--- config.mk ---
export PLATFORM = sky130hd
export DESIGN_NAME = scb_exec
export DESIGN_NICKNAME = d
export VERILOG_FILES = /design/src/pkg/scb_pkg.sv /design/src/design/scb_exec.sv /design/src/design/scb_stack.sv
export SDC_FILE = /design/constraint.sdc
export NUM_CORES = 1
export LEC_CHECK = 0
export BUFFER_PORTS_ARGS = -buffer_cell sky130_fd_sc_hd__buf_2
export CAP_MARGIN = 10
export CORE_MARGIN = 2
export CORE_UTILIZATION = 59
export CTS_BUF_LIST = sky130_fd_sc_hd__clkbuf_8
export DETAILED_ROUTE_END_ITERATION = 10
export GPL_TIMING_DRIVEN = 0
export PLACE_DENSITY_LB_ADDON = 0.1
export SYNTH_ARGS = -nofsm -noshare
export SYNTH_HDL_FRONTEND = slang
export SYNTH_SLANG_ARGS = --single-unit
--- constraint.sdc ---
create_clock -name clk_sys -period 3 [get_ports clk_sys]
set_clock_uncertainty 0.15 [all_clocks]
set_input_delay 0.15 -clock clk_sys [delete_from_list [all_inputs] [get_ports clk_sys]]
set_output_delay 0.15 -clock clk_sys [all_outputs]
set_load 0.1 [all_outputs]
--- src/pkg/scb_pkg.sv ---
/*
  Shared constants and carrier types for the subroutine call and bank select
  execution block. Assumes a 12-bit program counter and an 8-bit file select register.
*/
package scb_pkg;
  localparam int PROG_CNT_W = 12;
  localparam int FILE_SEL_W = 8;
  localparam int INSN_W = 12;
  localparam int STACK_DEPTH = 8;
  localparam int PTR_W = 3;
  localparam logic [3:0] CALL_OPC = 4'h9;
  localparam logic [8:0] BANK_OPC = 9'h003;
  localparam logic [11:0] RET_OPC = 12'h00C;
  localparam int BANK_LO = 4;
  localparam int BANK_HI = 6;
  localparam int BLOCK_BIT = 7;
  localparam int PAGE_BIT = 8;
  localparam logic [1:0] CALL_CYC_COMPAT = 2'h2;
  localparam logic [1:0] CALL_CYC_TURBO = 2'h3;
  localparam logic [PROG_CNT_W-1:0] PROG_CNT_RESET = 12'hFFF;
  localparam logic [FILE_SEL_W-1:0] FILE_SEL_RESET = 8'h00;

  typedef struct packed {
    logic valid;
    logic [INSN_W-1:0] word;
  } scb_insn_t;

  typedef struct packed {
    logic busy;
    logic [PROG_CNT_W-1:0] program_counter;
    logic [FILE_SEL_W-1:0] file_select_register;
  } scb_core_t;
endpackage

--- src/design/scb_exec.sv ---
/*
  Execution logic for the subroutine call, return and bank select
  instructions. Assumes a fetch stage presents one decoded word per issue and
  waits while busy is high; status page bits come from the status register.
  The return-address stack is eight entries deep and wraps silently, so code
  that nests deeper than that loses its oldest return address. Bit 7 of the
  file select register is written through block_write, which stands in for a
  bit set or clear of that register by the surrounding core.
*/
`timescale 1ns/1ps
module scb_exec
  import scb_pkg::*;
#(
  parameter int DEPTH = scb_pkg::STACK_DEPTH
) (
  input wire logic clk_sys,
  input wire logic rst_b,
  input wire logic ce,
  input wire scb_pkg::scb_insn_t insn,
  input wire logic [2:0] page_select_bits,
  input wire logic turbo_mode,
  input wire logic block_write,
  input wire logic block_value,
  output scb_pkg::scb_core_t core,
  output logic upper_block,
  output logic busy
);
  import scb_pkg::*;

  typedef struct packed {
    scb_core_t c;
    logic [1:0] wait_cnt;
  } scb_state_t;

  scb_state_t state;
  scb_state_t next_state;
  logic push;
  logic pop;
  logic [PROG_CNT_W-1:0] ret_addr;
  logic [PROG_CNT_W-1:0] push_addr;

  function automatic logic is_call(input logic [INSN_W-1:0] w);
    return w[11:8] == CALL_OPC;
  endfunction

  function automatic logic is_bank(input logic [INSN_W-1:0] w);
    return w[11:3] == BANK_OPC;
  endfunction

  // Only the plain return is decoded; the other return forms belong elsewhere.
  function automatic logic is_ret(input logic [INSN_W-1:0] w);
    return w == RET_OPC;
  endfunction

  // A word is taken only on an enabled edge with no call in progress.
  wire logic take = ce && insn.valid && !state.c.busy;

  always_comb begin
    next_state = state;
    push = 1'b0;
    pop = 1'b0;
    if (state.c.busy) begin
      // Call occupies extra cycles with no other state changing.
      if (state.wait_cnt == 2'h1) begin
        next_state.c.busy = 1'b0;
      end
      next_state.wait_cnt = state.wait_cnt - 2'h1;
    end else if (insn.valid) begin
      if (is_call(insn.word)) begin
        push = 1'b1;
        next_state.c.program_counter[7:0] = insn.word[7:0];
        // Bit 8 held low keeps every call target in the lower half of its page.
        next_state.c.program_counter[PAGE_BIT] = 1'b0;
        next_state.c.program_counter[11:9] = page_select_bits;
        next_state.c.busy = 1'b1;
        next_state.wait_cnt = (turbo_mode ? CALL_CYC_TURBO : CALL_CYC_COMPAT) - 2'h1;
      end else if (is_ret(insn.word)) begin
        pop = 1'b1;
        next_state.c.program_counter = ret_addr;
      end else begin
        if (is_bank(insn.word)) begin
          next_state.c.file_select_register[BANK_HI:BANK_LO] = insn.word[2:0];
        end
        // Words this block does not execute still step the counter.
        next_state.c.program_counter = state.c.program_counter + PROG_CNT_W'(1);
      end
      // A call must leave the file select register alone, so a bit 7 write
      // offered together with a call is dropped rather than applied.
      if (block_write && !is_call(insn.word)) begin
        next_state.c.file_select_register[BLOCK_BIT] = block_value;
      end
    end
  end

  // The clock enable freezes the whole state; the stack is gated the same way.
  always_ff @(posedge clk_sys or negedge rst_b) begin
    if (!rst_b) begin
      state <= '{c: '{busy: 1'b0, program_counter: PROG_CNT_RESET, file_select_register: FILE_SEL_RESET},
        wait_cnt: 2'h0};
    end else if (ce) begin
      state <= next_state;
    end
  end

  // The return address wraps from the top of program memory back to zero.
  assign push_addr = state.c.program_counter + PROG_CNT_W'(1);

  scb_stack #(.DEPTH(DEPTH), .AW(PTR_W), .DW(PROG_CNT_W)) u_stack (
    .clk_sys(clk_sys),
    .rst_b(rst_b),
    .ce(ce),
    .push(push),
    .pop(pop),
    .push_data(push_addr),
    .top_data(ret_addr)
  );

  assign core = state.c;
  assign busy = state.c.busy;
  assign upper_block = state.c.file_select_register[BLOCK_BIT];

  call_target_a: assert property (@(posedge clk_sys) disable iff (!rst_b)
    take && is_call(insn.word) |=> core.program_counter[7:0] == $past(insn.word[7:0]))
    else $error("call low byte wrong");
  call_bit8_a: assert property (@(posedge clk_sys) disable iff (!rst_b)
    take && is_call(insn.word) |=> core.program_counter[8] == 1'b0)
    else $error("call bit eight not zero");
  call_page_a: assert property (@(posedge clk_sys) disable iff (!rst_b)
    take && is_call(insn.word) |=> core.program_counter[11:9] == $past(page_select_bits))
    else $error("call page bits wrong");
  call_turbo_a: assert property (@(posedge clk_sys) disable iff (!rst_b)
    take && is_call(insn.word) && turbo_mode ##1 ce[*2] |-> busy ##1 !busy)
    else $error("turbo call not three cycles");
  call_compat_a: assert property (@(posedge clk_sys) disable iff (!rst_b)
    take && is_call(insn.word) && !turbo_mode ##1 ce |-> busy ##1 !busy)
    else $error("compatible call not two cycles");
  call_push_a: assert property (@(posedge clk_sys) disable iff (!rst_b)
    take && is_call(insn.word) |=> ret_addr == $past(core.program_counter) + PROG_CNT_W'(1))
    else $error("pushed address wrong");
  call_keeps_a: assert property (@(posedge clk_sys) disable iff (!rst_b)
    take && is_call(insn.word) |=> $stable(core.file_select_register))
    else $error("call changed file select");
  bank_load_a: assert property (@(posedge clk_sys) disable iff (!rst_b)
    take && is_bank(insn.word) |=> core.file_select_register[6:4] == $past(insn.word[2:0]))
    else $error("bank bits wrong");
  block_sel_a: assert property (@(posedge clk_sys) disable iff (!rst_b)
    take && block_write && !is_call(insn.word) |=> upper_block == $past(block_value))
    else $error("block bit wrong");

  // The checks below pin down how long a call stays busy and what it leaves alone.
  turbo_busy_a: assert property (@(posedge clk_sys) disable iff (!rst_b)
    take && is_call(insn.word) && turbo_mode ##1 ce
    |-> busy ##1 busy)
    else $error("turbo call busy too short");

  call_busy_a: assert property (@(posedge clk_sys) disable iff (!rst_b)
    take && is_call(insn.word)
    |=> busy)
    else $error("call did not raise busy");

  call_block_a: assert property (@(posedge clk_sys) disable iff (!rst_b)
    take && is_call(insn.word) && block_write
    |=> $stable(upper_block))
    else $error("call changed block select");

  busy_hold_a: assert property (@(posedge clk_sys) disable iff (!rst_b)
    busy
    |=> $stable(core.program_counter) && $stable(core.file_select_register))
    else $error("state moved while busy");

  // Returns and plain words finish in one cycle.
  ret_pop_a: assert property (@(posedge clk_sys) disable iff (!rst_b)
    take && is_ret(insn.word)
    |=> core.program_counter == $past(ret_addr))
    else $error("return address not restored");

  ret_keep_a: assert property (@(posedge clk_sys) disable iff (!rst_b)
    take && is_ret(insn.word) && !block_write
    |=> $stable(core.file_select_register))
    else $error("return changed file select");

  step_busy_a: assert property (@(posedge clk_sys) disable iff (!rst_b)
    take && !is_call(insn.word)
    |=> !busy)
    else $error("plain word raised busy");

  pc_step_a: assert property (@(posedge clk_sys) disable iff (!rst_b)
    take && !is_call(insn.word) && !is_ret(insn.word)
    |=> core.program_counter == $past(core.program_counter) + PROG_CNT_W'(1))
    else $error("counter did not step");

  // Bank select and block select each touch only their own bits.
  bank_keep_a: assert property (@(posedge clk_sys) disable iff (!rst_b)
    take && is_bank(insn.word)
    |=> core.file_select_register[3:0] == $past(core.file_select_register[3:0]))
    else $error("bank changed low bits");

  bank_block_a: assert property (@(posedge clk_sys) disable iff (!rst_b)
    take && is_bank(insn.word) && !block_write
    |=> $stable(upper_block))
    else $error("bank changed block select");

  block_only_a: assert property (@(posedge clk_sys) disable iff (!rst_b)
    take && block_write && !is_call(insn.word) && !is_bank(insn.word)
    |=> core.file_select_register[6:0] == $past(core.file_select_register[6:0]))
    else $error("block write touched other bits");

  // Idle and disabled cycles keep every piece of state, the stack included.
  idle_hold_a: assert property (@(posedge clk_sys) disable iff (!rst_b)
    ce && !insn.valid && !busy
    |=> $stable(core))
    else $error("state moved while idle");

  ce_freeze_a: assert property (@(posedge clk_sys) disable iff (!rst_b)
    !ce
    |=> $stable(core) && $stable(ret_addr))
    else $error("state moved with enable low");
endmodule // scb_exec

--- src/design/scb_stack.sv ---
/*
  Hardware return-address stack with push and pop. Assumes the caller never
  pushes and pops in one cycle; overflow wraps and overwrites the oldest entry.
*/
`timescale 1ns/1ps
module scb_stack #(
  parameter int DEPTH = 8,
  parameter int AW = 3,
  parameter int DW = 12
) (
  input wire logic clk_sys,
  input wire logic rst_b,
  input wire logic ce,
  input wire logic push,
  input wire logic pop,
  input wire logic [DW-1:0] push_data,
  output logic [DW-1:0] top_data
);
  logic [DW-1:0] mem [DEPTH];
  logic [AW-1:0] ptr;

  always_ff @(posedge clk_sys or negedge rst_b) begin
    if (!rst_b) begin
      ptr <= '0;
    end else if (ce) begin
      if (push) begin
        ptr <= ptr + AW'(1);
      end else if (pop) begin
        ptr <= ptr - AW'(1);
      end
    end
  end

  // The array has no reset so it maps onto plain storage.
  always_ff @(posedge clk_sys) begin
    if (ce && push) begin
      mem[ptr] <= push_data;
    end
  end

  assign top_data = mem[ptr - AW'(1)];
endmodule // scb_stack

==> results.yml <==
final_layout:
  fillers: 568
  layout_commonest_cell: "edfxtp_1"
  drive_above_1_share_pct: 39.3
  area_growth_pct: 20.6
  mostFrequentLayoutCells: "edfxtp_1 (96), buf_2 (45), buf_4 (26), mux4_2 (24), dlygate4sd3_1 (18)"
  fin_cells: 530
  fin_util_pct: 72.6
  insertedDiodeCount: 0
  layout.nets: 435
  design_area_um2: 6270
sta:
  tightest_slew_ps: 846
  fmax_ghz: 0.355
  hold_violations: 0
  max-slew-margin-rel_pct: 43.6
  maxSlewViolCount: 0
  setup_viol: 0
  period_share_pct: 93.9
  setup_ws_ps: 182
  finalCriticalPeriod_ps: 2820
  grt_setup_unrepaired: "false"
synthesis:
  synthArstFlopShare_pct: 18.6
  synth_edf_count: 96
  ys_warn_count: 0
  postSynthCellCount: 323
  synth_top_flop_cell: "edfxtp_1"
  seq_area_frac_synth_pct: 66.3
  synthDistinctLibCells: 43
  avgSynthCellArea_um2: 16.1
  ys_ff_latch: 118
  synth_area_um2: 5200
floorplan:
  fp-row-count: 34
  boundaryPins: 45
  die-area_um2: 9580
  die_w_um: 97.9
  die_y_um: 97.9
  start_util_pct: 60.2
  core-area_um2: 8640
run_status:
  status: "completed"
clock_tree:
  post_cts_buffers: 0
  cts_made_buffers: 17
  cts_tree: "yes"
  clk_pin_slew_ps: 80
  clkLatencyLatePin_ps: 430
  htree_num_levels: 4
  numClockSinks: 118
  clk_path_buf_depth: 2
  ctsRootBufferMaster: "clkbuf_8"
place:
  gp_congestion: 0.822
  dp.cells: 480
  preCtsSetupSlack_ps: -4.97
  numPortBuffers: 39
  postPlaceCellArea_um2: 5660
  hpwl_mm: 7.71
global_route:
  grt_pass1_wl_mm: 18.3
  grt.total_usage_pct: 26.2
  first_global_vias: 3282
  grt_max_degree: 23
  gr-total-overflow: 0
  antenna_found_initial: 0
setup_path:
  required_ps: 3200
  arrival_ps: 3020
  end_kind: "register"
  cpMostUsedCell: "buf_6"
  crit_slowest_cell: "dfrtp_2"
  crit_type: "reg -> reg"
  path_max_fanout: 10
  critPathLaunchType: "register"
  max_stage_delay_ps: 430
  critical_path.cell_chain: "buf_6 > buf_4 > inv_1 > ha_1 > buf_2 > buf_6 > mux4_2 > mux2i_1 > a21oi_1 > a221o_1"
min_path:
  min_path_type: "in -> reg"
route:
  initialDrtViolationCount: 242
  routed_wl_mm: 11.9
  avgRoutedWirePerCell_um: 22.4
  first_pass_iters: 5
  drc: 0
  num_vias: 3203
  vias_per_cell: 6.04
  ant_nets: 0
power:
  power.leakage_nw: 2.32
  max-vdd-ir-drop_mv: 0.598
  power.density_nw_per_um2: 1050
  total_power_mw: 6.56
job:
  drv_cap: 0
==> power breakdown <==
group          internal, mW  leakage, nW  switching, mW
Clock                 0.824        0.200          0.666
Combinational         0.959        0.987           1.76
Sequential             2.17         1.14          0.183
==> critical path, delay by kind of cell, from the launching register on <==
| family | cells | cell delay [ps] |
|---|---|---|
| buffers and inverters | 5 | 1030 |
| multiplexers | 2 | 490 |
| AO/OA/AOI/OAI | 2 | 350 |
| flip-flops | 1 | 430 |
| adder cells (fa/ha/maj) | 1 | 280 |
==> cells in the mapped netlist, drive strengths merged, types with 2 or more instances <==
master | n | area [µm²]
edfxtp | 96 | 2880
buf | 35 | 246
mux4 | 24 | 541
nand2 | 16 | 60.1
nor2 | 15 | 56.3
o21ai | 14 | 70.1
dfstp | 12 | 315
mux2i | 11 | 110
nand3 | 11 | 55.1
dfrtp | 10 | 250
xnor2 | 10 | 87.6
a21oi | 8 | 40.0
mux2 | 6 | 67.6
inv | 5 | 18.8
nor3 | 5 | 25.0
a22oi | 4 | 30.0
ha | 4 | 50.1
nand4 | 4 | 25.0
a221o | 3 | 30.0
and4 | 3 | 26.3
o22ai | 3 | 18.8
xor2 | 3 | 26.3
a221oi | 2 | 17.5
and3 | 2 | 12.5
nor4 | 2 | 18.8
nor4b | 2 | 23.8
o211ai | 2 | 15.0
==> area by class of cell <==
type                       instances  area (µm²)  area share, %
buffer                            36         259           4.13
clock buffer                      17         234           3.73
clock inverter                    15         179           2.85
inverter                           5        18.8          0.299
multi-input combinational        167        1540           24.5
sequential                       118        3450           55.0
tap                              108         135           2.16
timing repair buffer              64         454           7.25
==> worst paths after layout <==
kind                            cells past startpoint              to      startpoint  slack (ps)
min in group asynchronous                           2  u_stack.ptr[2]           rst_b          90
max in group asynchronous                           2  u_stack.ptr[0]           rst_b        2210
worst max-delay path                               10         core[9]  u_stack.ptr[0]         180
worst max register to register                     10         core[9]  u_stack.ptr[0]         180
worst min-delay path                                4  u_stack.ptr[1]         insn[9]          60
worst min register to register                      1         core[6]         core[6]         370
==> what timing repair did <==
action / CTS / global route
resized for setup: 2 / 5
hold buffers: 18 / 0
setup endpoints to repair: 15 / 43
hold endpoints to repair: 41 / 0
cloned: 0 / 0
==> logic make-up after synthesis <==
family / count (synthesis) / share of synthesized area (%)
muxes: 41 / 13.8
and+or+nand+nor: 65 / 6.57
xor gates and xnor gates: 13 / 2.19
buffers and inverters: 41 / 5.17
adders and majority gates: 4 / 0.963
DFF: 118 / 66.3
other: 1 / 0.0721
AOI/OAI and AO/OA: 40 / 4.89
==> routing by layer <==
layer	routed length [µm]	track usage, %	vias up
met4	253	10.1	0
met2	5740	40.4	165
li1	-	-	1408
met1	4980	37.2	1603
met3	893	5.80	27
met5	0	0	-
==> registers in the layout (all words and copies together) (netlist names) <==
| register | flops |
|---|---|
| busy | 1 |
| state | 2 |
| core | 16 |
| u_stack.ptr | 3 |
| u_stack.mem | 96 |
==> per-stage QoR <==
stage	hold slack [ps]	setup TNS, ps
finish	55.7	0
global route	49.0	0
CTS	6.28	-315
detailed placement	17.4	-33.0
global placement	8.43	-33270
floorplan	-296	0
No activity file was read; power rests on OpenSTA's default activity.
